--- config.mk ---
export PLATFORM = sky130hd
export DESIGN_NAME = sdcj_job_engine
export DESIGN_NICKNAME = d
export VERILOG_FILES = /design/src/rtl/sdcj_pkg.sv /design/src/rtl/sdcj_job_engine.sv
export SDC_FILE = /design/constraint.sdc
export NUM_CORES = 2
export LEC_CHECK = 0
export ABC_CLOCK_PERIOD_IN_PS = 13480
export BUFFER_PORTS_ARGS = -buffer_cell sky130_fd_sc_hd__buf_2
export CAP_MARGIN = 10
export CORE_MARGIN = 2
export CORE_UTILIZATION = 35
export CTS_CLUSTER_DIAMETER = 40
export CTS_CLUSTER_SIZE = 25
export DETAILED_ROUTE_END_ITERATION = 7
export PLACE_DENSITY = 0.51
export SYNTH_ARGS = -nofsm -noshare
export SYNTH_HDL_FRONTEND = slang
export SYNTH_SLANG_ARGS = --single-unit
--- constraint.sdc ---
create_clock -name sys_clk -period 13.48 [get_ports sys_clk]
set_clock_uncertainty 0.1 [all_clocks]
set_input_delay 0.674 -clock sys_clk [delete_from_list [all_inputs] [get_ports sys_clk]]
set_output_delay 0.674 -clock sys_clk [all_outputs]
set_load 0.1 [all_outputs]
--- src/rtl/sdcj_pkg.sv ---
// Constants for the slave diagnostic command job engine
package sdcj_pkg;
  localparam logic [7:0] CMD_ECHO_LIST = 8'h33;
  localparam logic [7:0] CMD_ECHO_SUB = 8'h00;
  localparam logic [7:0] CMD_STRING_XCHG = 8'h44;
  localparam logic [7:0] CMD_VERSION = 8'h14;
  localparam logic [7:0] CMD_SLAVE_ID = 8'h17;
  localparam logic [7:0] CMD_SLAVE_EXT_ID1 = 8'h37;
  localparam logic [7:0] JOB_MAX_BYTES = 8'd223;
  localparam logic [7:0] STR_HDR_BYTES = 8'd3;
  localparam logic [7:0] STR_MAX_BYTES = 8'd220;
  localparam int STR_DEPTH = 220;
  localparam logic [7:0] ECHO_LAST_IDX = 8'd31;
  localparam logic [7:0] VERSION_LAST_IDX = 8'd31;
  localparam logic [7:0] B_SLAVE_FIRST_BYTE = 8'd16;
  localparam logic [3:0] ECHO_RESET = 4'h0;
  localparam logic [1:0] KIND_ECHO = 2'h0;
  localparam logic [1:0] KIND_VERSION = 2'h1;
  localparam logic [1:0] KIND_ID = 2'h2;
  localparam logic [1:0] KIND_STRING = 2'h3;
  typedef enum logic [4:0] {
    ST_COLLECT = 5'h01,
    ST_ID_WAIT = 5'h02,
    ST_STR_TX = 5'h04,
    ST_STR_RX = 5'h08,
    ST_REPLY = 5'h10
  } sdcj_state_t;
endpackage

--- src/rtl/sdcj_job_engine.sv ---
// Job decoder and executor for the diagnostic command group
// Operation
// - A job 33h with second byte 00h returns the echo values of slaves 1 to 29 and 1B to 31B.
// - Each echo value is what that slave returned to its latest parameter call.
// - Echoes pack two nibbles a byte, slave 1 low in byte 1, 1B low in byte 16.
// - The job is at most 223 bytes and the send count comes from byte 2.
// - The string bytes are forwarded to the addressed slave.
// - The reply holds the response length in byte 0 and its bytes after it.
// - String contents start at string byte 1 and are passed on uninterpreted.
// - Cyclic exchange with the addressed slave is held off during a transfer.
// - A job 14h reports the firmware version identification.
// - The version reply is a 32 byte string with name and version number.
// - A job 17h reads the slave ID code into the low nibble of reply byte 0.
// - A job 37h reads the extended ID1 code into the low nibble of byte 0.
`timescale 1ns/10ps
module sdcj_job_engine
  import sdcj_pkg::*;
#(
  // Arbitrary neutral identification text
  parameter logic [255:0] VERSION_STR = "DIAG JOB MASTER FW 0.1.0        "
) (
  input wire logic sys_clk,
  input wire logic rst,
  input wire logic jobValid,
  input wire logic [7:0] jobByte,
  input wire logic jobLast,
  output logic jobReady,
  output logic replyValid,
  output logic [7:0] replyByte,
  output logic replyLast,
  output logic jobDone,
  output logic jobError,
  input wire logic echoWrValid,
  input wire logic [5:0] echoWrSlave,
  input wire logic [3:0] echoWrValue,
  output logic idReqValid,
  output logic idReqExt,
  output logic [7:0] idReqAddr,
  input wire logic idRspValid,
  input wire logic idRspErr,
  input wire logic [3:0] idRspCode,
  output logic strTxValid,
  output logic [7:0] strTxByte,
  output logic strTxLast,
  input wire logic strTxReady,
  input wire logic strRxValid,
  input wire logic [7:0] strRxByte,
  input wire logic strRxLast,
  input wire logic strRxErr,
  output logic cyclicHold,
  output logic [7:0] cyclicHoldAddr
);

  // ---------------------------------------------
  // Storage
  // ---------------------------------------------
  logic [3:0] echoMem [64];
  logic [7:0] strMem [STR_DEPTH];
  logic memWe;
  logic [7:0] memIdx;
  logic [7:0] memData;

  // Echo store, updated by the cyclic parameter traffic
  always_ff @(posedge sys_clk or posedge rst) begin
    if (rst) begin
      for (int i = 0; i < 64; i++) begin
        echoMem[i] <= ECHO_RESET;
      end
    end else if (echoWrValid) begin
      echoMem[echoWrSlave] <= echoWrValue;
    end
  end

  always_ff @(posedge sys_clk) begin
    if (memWe) begin
      strMem[memIdx] <= memData;
    end
  end

  // ---------------------------------------------
  // Control state
  // ---------------------------------------------
  sdcj_state_t state_q, state_d;
  logic [7:0] jIdx_q, jIdx_d, cmd_q, cmd_d, addr_q, addr_d, len_q, len_d;
  logic [7:0] idx_q, idx_d, end_q, end_d;
  logic over_q, over_d;
  logic [1:0] kind_q, kind_d;
  logic [3:0] idCode_q, idCode_d;
  logic jobReady_q, jobReady_d, replyValid_q, replyValid_d;
  logic [7:0] replyByte_q, replyByte_d;
  logic replyLast_q, replyLast_d, jobDone_q, jobDone_d;
  logic jobError_q, jobError_d, idReqValid_q, idReqValid_d;
  logic idReqExt_q, idReqExt_d, strTxValid_q, strTxValid_d;
  logic [7:0] strTxByte_q, strTxByte_d;
  logic strTxLast_q, strTxLast_d, cyclicHold_q, cyclicHold_d;
  logic [7:0] curCmd, curAddr, curLen, nBytes, srcByte;
  logic [5:0] hiSel, loSel;

  // Reply byte for index idx_q
  always_comb begin
    hiSel = 6'h00;
    loSel = 6'h00;
    srcByte = 8'h00;
    case (kind_q)
      KIND_ECHO: begin
        if (idx_q < B_SLAVE_FIRST_BYTE) begin
          hiSel = {idx_q[4:0], 1'b0} - 6'd2;
          loSel = {idx_q[4:0], 1'b0} - 6'd1;
        end else begin
          hiSel = {1'b1, idx_q[3:0], 1'b0};
          loSel = {1'b1, idx_q[3:0], 1'b1};
        end
        if (idx_q != 8'h00) begin
          srcByte[3:0] = echoMem[loSel];
          if (idx_q != 8'h01 && idx_q != B_SLAVE_FIRST_BYTE) begin
            srcByte[7:4] = echoMem[hiSel];
          end
        end
      end
      KIND_VERSION: srcByte = VERSION_STR[8 * (31 - idx_q[4:0]) +: 8];
      KIND_ID: srcByte = {4'h0, idCode_q};
      KIND_STRING: begin
        if (idx_q == 8'h00) begin
          srcByte = len_q;
        end else begin
          srcByte = strMem[idx_q - 8'd1];
        end
      end
      default: srcByte = 8'h00;
    endcase
  end

  always_comb begin
    state_d = state_q;
    jIdx_d = jIdx_q;
    cmd_d = cmd_q;
    addr_d = addr_q;
    len_d = len_q;
    idx_d = idx_q;
    end_d = end_q;
    over_d = over_q;
    kind_d = kind_q;
    idCode_d = idCode_q;
    jobReady_d = jobReady_q;
    replyValid_d = 1'b0;
    replyByte_d = 8'h00;
    replyLast_d = 1'b0;
    jobDone_d = 1'b0;
    jobError_d = 1'b0;
    idReqValid_d = 1'b0;
    idReqExt_d = idReqExt_q;
    strTxValid_d = strTxValid_q;
    strTxByte_d = strTxByte_q;
    strTxLast_d = strTxLast_q;
    cyclicHold_d = cyclicHold_q;
    memWe = 1'b0;
    memIdx = 8'h00;
    memData = 8'h00;
    curCmd = (jIdx_q == 8'd0) ? jobByte : cmd_q;
    curAddr = (jIdx_q == 8'd1) ? jobByte : addr_q;
    curLen = (jIdx_q == 8'd2) ? jobByte : len_q;
    nBytes = jIdx_q + 8'd1;
    case (state_q)
      ST_COLLECT: begin
        if (jobValid && jobReady_q) begin
          if (jIdx_q == 8'd0) cmd_d = jobByte;
          if (jIdx_q == 8'd1) addr_d = jobByte;
          if (jIdx_q == 8'd2) len_d = jobByte;
          if (jIdx_q >= STR_HDR_BYTES &&
              jIdx_q - STR_HDR_BYTES < STR_MAX_BYTES) begin
            memWe = 1'b1;
            memIdx = jIdx_q - STR_HDR_BYTES;
            memData = jobByte;
          end
          if (jIdx_q == JOB_MAX_BYTES) begin
            over_d = 1'b1;
          end else begin
            jIdx_d = nBytes;
          end
          if (jobLast) begin
            jIdx_d = 8'd0;
            over_d = 1'b0;
            jobReady_d = 1'b0;
            idx_d = 8'd0;
            jobError_d = 1'b1;
            jobDone_d = 1'b1;
            if (!over_q && jIdx_q != JOB_MAX_BYTES) begin
              case (curCmd)
                CMD_ECHO_LIST: begin
                  if (nBytes >= 8'd2 && curAddr == CMD_ECHO_SUB) begin
                    kind_d = KIND_ECHO;
                    end_d = ECHO_LAST_IDX;
                    state_d = ST_REPLY;
                  end
                end
                CMD_VERSION: begin
                  kind_d = KIND_VERSION;
                  end_d = VERSION_LAST_IDX;
                  state_d = ST_REPLY;
                end
                CMD_SLAVE_ID, CMD_SLAVE_EXT_ID1: begin
                  if (nBytes >= 8'd2) begin
                    idReqValid_d = 1'b1;
                    idReqExt_d = (curCmd == CMD_SLAVE_EXT_ID1);
                    state_d = ST_ID_WAIT;
                  end
                end
                CMD_STRING_XCHG: begin
                  if (nBytes >= STR_HDR_BYTES && curLen <= STR_MAX_BYTES &&
                      nBytes - STR_HDR_BYTES >= curLen) begin
                    cyclicHold_d = 1'b1;
                    state_d = (curLen == 8'd0) ? ST_STR_RX : ST_STR_TX;
                  end
                end
                default: state_d = ST_COLLECT;
              endcase
            end
            if (state_d != ST_COLLECT) begin
              jobError_d = 1'b0;
              jobDone_d = 1'b0;
            end else begin
              jobReady_d = 1'b1;
            end
          end
        end
      end
      ST_ID_WAIT: begin
        if (idRspValid) begin
          idCode_d = idRspCode;
          kind_d = KIND_ID;
          end_d = 8'd0;
          state_d = ST_REPLY;
          if (idRspErr) begin
            jobDone_d = 1'b1;
            jobError_d = 1'b1;
            jobReady_d = 1'b1;
            state_d = ST_COLLECT;
          end
        end
      end
      ST_STR_TX: begin
        if (!strTxValid_q) begin
          strTxValid_d = 1'b1;
          strTxByte_d = strMem[idx_q];
          strTxLast_d = (idx_q == len_q - 8'd1);
        end else if (strTxReady) begin
          strTxValid_d = 1'b0;
          strTxLast_d = 1'b0;
          idx_d = idx_q + 8'd1;
          if (strTxLast_q) begin
            idx_d = 8'd0;
            state_d = ST_STR_RX;
          end
        end
      end
      ST_STR_RX: begin
        if (strRxErr || (strRxValid && idx_q == STR_MAX_BYTES)) begin
          cyclicHold_d = 1'b0;
          jobDone_d = 1'b1;
          jobError_d = 1'b1;
          jobReady_d = 1'b1;
          state_d = ST_COLLECT;
        end else if (strRxValid) begin
          memWe = 1'b1;
          memIdx = idx_q;
          memData = strRxByte;
          idx_d = idx_q + 8'd1;
          if (strRxLast) begin
            cyclicHold_d = 1'b0;
            len_d = idx_q + 8'd1;
            end_d = idx_q + 8'd1;
            idx_d = 8'd0;
            kind_d = KIND_STRING;
            state_d = ST_REPLY;
          end
        end
      end
      ST_REPLY: begin
        replyValid_d = 1'b1;
        replyByte_d = srcByte;
        replyLast_d = (idx_q == end_q);
        idx_d = idx_q + 8'd1;
        if (idx_q == end_q) begin
          idx_d = 8'd0;
          jobDone_d = 1'b1;
          jobReady_d = 1'b1;
          state_d = ST_COLLECT;
        end
      end
      default: begin
        state_d = ST_COLLECT;
        jobReady_d = 1'b1;
      end
    endcase
  end

  always_ff @(posedge sys_clk or posedge rst) begin
    if (rst) begin
      state_q <= ST_COLLECT;
      jIdx_q <= 8'h00;
      cmd_q <= 8'h00;
      addr_q <= 8'h00;
      len_q <= 8'h00;
      idx_q <= 8'h00;
      end_q <= 8'h00;
      over_q <= 1'b0;
      kind_q <= KIND_ECHO;
      idCode_q <= 4'h0;
      jobReady_q <= 1'b1;
      replyValid_q <= 1'b0;
      replyByte_q <= 8'h00;
      replyLast_q <= 1'b0;
      jobDone_q <= 1'b0;
      jobError_q <= 1'b0;
      idReqValid_q <= 1'b0;
      idReqExt_q <= 1'b0;
      strTxValid_q <= 1'b0;
      strTxByte_q <= 8'h00;
      strTxLast_q <= 1'b0;
      cyclicHold_q <= 1'b0;
    end else begin
      state_q <= state_d;
      jIdx_q <= jIdx_d;
      cmd_q <= cmd_d;
      addr_q <= addr_d;
      len_q <= len_d;
      idx_q <= idx_d;
      end_q <= end_d;
      over_q <= over_d;
      kind_q <= kind_d;
      idCode_q <= idCode_d;
      jobReady_q <= jobReady_d;
      replyValid_q <= replyValid_d;
      replyByte_q <= replyByte_d;
      replyLast_q <= replyLast_d;
      jobDone_q <= jobDone_d;
      jobError_q <= jobError_d;
      idReqValid_q <= idReqValid_d;
      idReqExt_q <= idReqExt_d;
      strTxValid_q <= strTxValid_d;
      strTxByte_q <= strTxByte_d;
      strTxLast_q <= strTxLast_d;
      cyclicHold_q <= cyclicHold_d;
    end
  end

  assign jobReady = jobReady_q;
  assign replyValid = replyValid_q;
  assign replyByte = replyByte_q;
  assign replyLast = replyLast_q;
  assign jobDone = jobDone_q;
  assign jobError = jobError_q;
  assign idReqValid = idReqValid_q;
  assign idReqExt = idReqExt_q;
  assign idReqAddr = addr_q;
  assign strTxValid = strTxValid_q;
  assign strTxByte = strTxByte_q;
  assign strTxLast = strTxLast_q;
  assign cyclicHold = cyclicHold_q;
  assign cyclicHoldAddr = addr_q;

endmodule

==> report_table.html <==
<table>
<tr><th>Metric</th><th>Value</th></tr>
<tr><th colspan="2">Layout</th></tr>
<tr><td>Layout fillers</td><td>between 20000 and 30000</td></tr>
<tr><td>Final core utilization</td><td>41.3%</td></tr>
<tr><td>Relative area change from synthesis to final layout</td><td>17.3%</td></tr>
<tr><td>Share of post-route cells with drive strength above 1</td><td>roughly two fifths</td></tr>
<tr><td># nets final</td><td>around 5700</td></tr>
<tr><th colspan="2">Clock network</th></tr>
<tr><td>Cell chosen for the clock root</td><td>sky130_fd_sc_hd__clkbuf_16</td></tr>
<tr><td>Post-cts repair resize count</td><td>0</td></tr>
<tr><td>Number of buffers inserted during clock tree synthesis</td><td>356</td></tr>
<tr><td>H-tree level count</td><td>5</td></tr>
<tr><td>Clock sink count</td><td>2102</td></tr>
<tr><td>Clock-pin slew of the registers on the worst-case setup and hold paths</td><td>60 ps</td></tr>
<tr><td>Clock buffer depth</td><td>4</td></tr>
<tr><td>Clock tree from TritonCTS</td><td>built</td></tr>
<tr><td>Source-to-sink clock delay at the later pin of the worst-skew pair</td><td>900 ps</td></tr>
<tr><th colspan="2">Power and ir drop</th></tr>
<tr><td>Int Pwr</td><td>13400 uW</td></tr>
<tr><td>Pwr Total</td><td>17800 uW</td></tr>
<tr><td>Clock network fraction of design power</td><td>52.3%</td></tr>
<tr><td>Fraction of power spent switching nets</td><td>24.7%</td></tr>
<tr><td>Leakage power</td><td>~0.037 uW</td></tr>
<tr><td>Portion of total power attributed to combinational logic</td><td>~6.3%</td></tr>
<tr><td>Power density over the cells</td><td>151 mW/mm^2</td></tr>
<tr><td>Share of total power in sequential cells</td><td>41.4%</td></tr>
<tr><td>Maximum resistive drop on vdd</td><td>0.257 mV</td></tr>
<tr><td>Psw</td><td>4410 uW</td></tr>
<tr><th colspan="2">Synthesis</th></tr>
<tr><td>Share of flip-flops with an asynchronous set or reset after synthesis</td><td>16.3%</td></tr>
<tr><td>Portion of the post-synthesis area used by sequential elements</td><td>61.0%</td></tr>
<tr><td>Post-Syn Instances</td><td>roughly 5400</td></tr>
<tr><td>Number of nets in the synthesized netlist</td><td>5499</td></tr>
<tr><td>Flip-flop and latch count after synthesis</td><td>~2100</td></tr>
<tr><td>Distinct cell type count of the synthesized netlist</td><td>99</td></tr>
<tr><td>Number of flops mapped to enable cells by yosys</td><td>around 1800</td></tr>
<tr><td>Parity-gate share of the synthesized area counting xor and xnor cells</td><td>0.409%</td></tr>
<tr><td>Post-synthesis simple-gate area fraction</td><td>4.08%</td></tr>
<tr><td>Combinational family with the most area after synthesis</td><td>multiplexers</td></tr>
<tr><td>Area share of fa/ha/maj cells after synthesis</td><td>0.236%</td></tr>
<tr><td>Avg Synthesized Cell Area</td><td>18.5 um^2</td></tr>
<tr><td>Count of synthesis-stage warnings from yosys</td><td>0</td></tr>
<tr><td>Synth Area in Compound Gates</td><td>2.83%</td></tr>
<tr><td>Cell area after synthesis</td><td>0.101 mm^2</td></tr>
<tr><td>Proportion of synthesized area in mux cells</td><td>29.1%</td></tr>
<tr><td>Leading register cell type out of synthesis</td><td>sky130_fd_sc_hd__edfxtp_1</td></tr>
<tr><th colspan="2">STA</th></tr>
<tr><td>Final hold violations</td><td>0</td></tr>
<tr><td>Final Worst Setup Slack</td><td>between 7000 and 8000 ps</td></tr>
<tr><td>Setup repair after global routing missed its margin</td><td>false</td></tr>
<tr><td>Final cycle utilization of the critical path</td><td>approximately 47%</td></tr>
<tr><td>Tightest Pin Transition</td><td>1330 ps</td></tr>
<tr><td>Slew Limit Headroom</td><td>11.3%</td></tr>
<tr><td>Post-Route Setup TNS</td><td>0 ps</td></tr>
<tr><td>Final-layout worst hold slack</td><td>111 ps</td></tr>
<tr><td>Peak clock frequency supported by timing</td><td>0.159 GHz</td></tr>
<tr><td>Max-slew violations</td><td>0</td></tr>
<tr><td>Shortest period the worst path allows</td><td>6300 ps</td></tr>
<tr><td>Number of setup violations in the final report</td><td>0</td></tr>
<tr><th colspan="2">Detailed routing</th></tr>
<tr><td>Number of design-rule violations left by the first detailed-router iteration</td><td>7089</td></tr>
<tr><td>Vias after detailed routing</td><td>59663</td></tr>
<tr><td>Antenna-violating nets left</td><td>0</td></tr>
<tr><td>Residual DRC count</td><td>0</td></tr>
<tr><td>Wire length per cell</td><td>roughly 34 um</td></tr>
<tr><td>Count of TritonRoute iterations in the first routing pass</td><td>6</td></tr>
<tr><td>Total routed wirelength</td><td>approximately 330000 um</td></tr>
<tr><td>Post-detailed-route via-to-cell ratio</td><td>6.12</td></tr>
<tr><th colspan="2">GRT</th></tr>
<tr><td>Via count of the first global-routing pass</td><td>59449</td></tr>
<tr><td>Global-route congestion overflow total</td><td>0</td></tr>
<tr><td>Pin count of the biggest net entering global routing</td><td>126</td></tr>
<tr><td>Number of antenna violations at the first check in global routing</td><td>12</td></tr>
<tr><td>Overall routing resource usage</td><td>22.4%</td></tr>
<tr><td>Global-route wire length before repair</td><td>467000 um</td></tr>
<tr><th colspan="2">Job</th></tr>
<tr><td>Maximum capacitance violations</td><td>0</td></tr>
<tr><th colspan="2">Die</th></tr>
<tr><td>Chip Height</td><td>540 um</td></tr>
<tr><td>Area of the placeable core</td><td>0.285 mm^2</td></tr>
<tr><td>Die outline width</td><td>540 um</td></tr>
<tr><td>Ports placed on the boundary</td><td>83</td></tr>
<tr><td>Number of placement rows</td><td>196</td></tr>
<tr><td>Total die area</td><td>0.292 mm^2</td></tr>
<tr><td>Starting density of the core</td><td>35.2%</td></tr>
<tr><th colspan="2">Critical path</th></tr>
<tr><td>Type of the worst setup path</td><td>flip-flop to flip-flop</td></tr>
<tr><td>Highest fanout seen on the critical path</td><td>102</td></tr>
<tr><td>Biggest cell delay along the critical path</td><td>970 ps</td></tr>
<tr><td>Cell-by-cell trace of the critical path</td><td>inv_1 &gt; ha_4 &gt; buf_4 &gt; buf_12 &gt; mux4_2 &gt; nor2_1 &gt; a311oi_1 &gt; a21oi_1 &gt; a21oi_1 &gt; o21ai_0 &gt; a211oi_1</td></tr>
<tr><td>Most frequent cell on the critical path</td><td>sky130_fd_sc_hd__a21oi_1</td></tr>
<tr><td>Nature of the critical path endpoint</td><td>flip-flop</td></tr>
<tr><td>Master of the slowest instance on the critical path</td><td>sky130_fd_sc_hd__dfrtp_4</td></tr>
<tr><td>CP Data Arrival Time</td><td>7020 ps</td></tr>
<tr><td>CP Data Required Time</td><td>14190 ps</td></tr>
<tr><td>Type of origin of the critical path</td><td>flip-flop</td></tr>
<tr><th colspan="2">Worst hold path</th></tr>
<tr><td>Min-Delay Path Class</td><td>primary input to flip-flop</td></tr>
<tr><th colspan="2">Run status</th></tr>
<tr><td>Result of the run</td><td>finished clean</td></tr>
<tr><th colspan="2">Placed design</th></tr>
<tr><td>I/O Buffers</td><td>82</td></tr>
<tr><td>Routability congestion estimate</td><td>0.856</td></tr>
<tr><td>HPWL after detailed placement</td><td>211000 um</td></tr>
<tr><td>Minimum setup slack after placement</td><td>7170 ps</td></tr>
</table>
## power by group through the flow
stage	Sequential [uW]	Clock (uW)	Combinational, uW
6_report	7370	9310	1130
5_1_grt	7380	9740	1210
4_1_cts	7360	9440	1120
3_5_place_dp	7490	0	1120
3_3_place_gp	7480	0	1100
2_1_floorplan	7550	0	734
## synthesized netlist by cell type (11+ instances only)
cell type                  instances  area, um^2
sky130_fd_sc_hd__a31oi_1          30         188
sky130_fd_sc_hd__and2_1           11        68.8
sky130_fd_sc_hd__a21oi_1          64         320
sky130_fd_sc_hd__ha_1             19         238
sky130_fd_sc_hd__a22o_1           11        96.3
sky130_fd_sc_hd__o211ai_1         26         195
sky130_fd_sc_hd__dfrtp_1         340        8510
sky130_fd_sc_hd__nor2_1          325        1220
sky130_fd_sc_hd__xor2_1           23         201
sky130_fd_sc_hd__nor4_1           18         113
sky130_fd_sc_hd__buf_6            16         180
sky130_fd_sc_hd__inv_1            26        97.6
sky130_fd_sc_hd__nand4_1          20         125
sky130_fd_sc_hd__mux4_2         1103       24800
sky130_fd_sc_hd__o21ai_0          88         440
sky130_fd_sc_hd__mux2i_1          86         861
sky130_fd_sc_hd__mux2_2          291        3280
sky130_fd_sc_hd__nand2_1         298        1120
sky130_fd_sc_hd__o22ai_1          19         119
sky130_fd_sc_hd__edfxtp_1       1760       52900
sky130_fd_sc_hd__buf_1            29         109
sky130_fd_sc_hd__buf_4            69         518
sky130_fd_sc_hd__xnor2_1          24         210
sky130_fd_sc_hd__a311oi_1         12         105
sky130_fd_sc_hd__buf_2           144         721
sky130_fd_sc_hd__nor2b_1          13        81.3
sky130_fd_sc_hd__a22oi_1          66         495
sky130_fd_sc_hd__nand3_1          82         410
sky130_fd_sc_hd__and3_1           24         150
sky130_fd_sc_hd__nor3_1           30         150
sky130_fd_sc_hd__clkbuf_1        165         619
## stage by stage
step	cell area, um^2	std cells
global placement	106000	9067
detailed placement	106000	9069
global route	118000	9736
floorplan	101000	5439
finish	118000	9745
CTS	118000	9733
## critical path: cells and delay by family (launching register included)
family | cells | cell delay (ps)
adder cells (fa/ha/maj) | 1 | 890
flip-flops | 1 | 970
AND/OR/NAND/NOR | 1 | 60
multiplexers | 1 | 440
AO/OA/AOI/OAI | 5 | 1960
buffers and inverters | 3 | 1630
## routing by layer
metal	part of all wire (%)	vias to the layer above	routed length, um	global-route usage (%)
met2	46	3236	154000	34.7
met1	41	32457	136000	30.7
met3	9.3	551	30900	5.44
met4	3.7	4	12200	7.88
met5	0.020	-	68	0
li1	-	23415	-	-
## repair_timing
action	in CTS	in global routing
hold buffers	8	0
endpoints found under the hold margin	128	0
setup buffers	0	0
## final timing paths
kind / start / endpoint / slack [ps] / cells past startpoint
max: idx_q[1] / replyByte[6] / 7180 / 11
min: strRxErr / cyclicHold / 110 / 4
max reg2reg: idx_q[1] / replyByte[6] / 7180 / 11
min reg2reg: echoMem[208] / echoMem[208] / 400 / 1
max in group asynchronous: rst / echoMem[203] / 10740 / 5
min in group asynchronous: rst / replyLast / 410 / 3
## placed cells by master (no fill, tap or decap), drive strengths merged, types with 13 or more instances in the layout
cell type / Yosys / final
inv: 26 / 110
dfrtp: 340 / 340
xor2: 23 / 23
edfxtp: 1760 / 1760
clkbuf: 167 / 390
nor3: 33 / 33
nor4: 20 / 20
a21oi: 65 / 65
bufinv: 0 / 41
nand4: 20 / 20
mux2: 296 / 296
and3: 24 / 24
ha: 19 / 19
o211ai: 27 / 27
buf: 263 / 300
xnor2: 24 / 24
clkinv: 1 / 100
mux4: 1110 / 1110
nand3: 83 / 83
nor2: 327 / 327
or4: 13 / 13
nand2: 301 / 301
nor2b: 13 / 13
clkinvlp: 0 / 42
a31oi: 30 / 30
o21ai: 94 / 94
a22oi: 67 / 67
o22ai: 21 / 21
mux2i: 87 / 87
## layout make-up
type,count,area (um^2),share of cell area (%)
Antenna cell,10,25.0,0.0212
Timing Repair Buffer,308,2290,1.94
Clock buffer,390,9170,7.77
Tap cell,3762,4710,3.99
Inverter,27,116,0.0986
Clock inverter,266,3140,2.66
Multi-Input combinational cell,2880,37100,31.5
Sequential cell,2102,61400,52.0
## cells by family after synthesis
| group | count (synthesis) |
|---|---|
| flops | 2102 |
| mux | 1493 |
| simple gates | 902 |
| buf+inv | 457 |
| compound gates | 419 |
| xor+xnor | 47 |
| fa+ha+maj | 19 |
## state kept, by name (all words and copies together) (netlist names), 5 cells and up
signal / cells
strMem: 1760
echoMem: 256
cmd_q: 8
cyclicHoldAddr: 8
end_q: 8
idx_q: 8
jIdx_q: 8
len_q: 8
replyByte: 8
strTxByte: 8
state_q: 5
No activity file was read; power rests on OpenSTA's default activity.
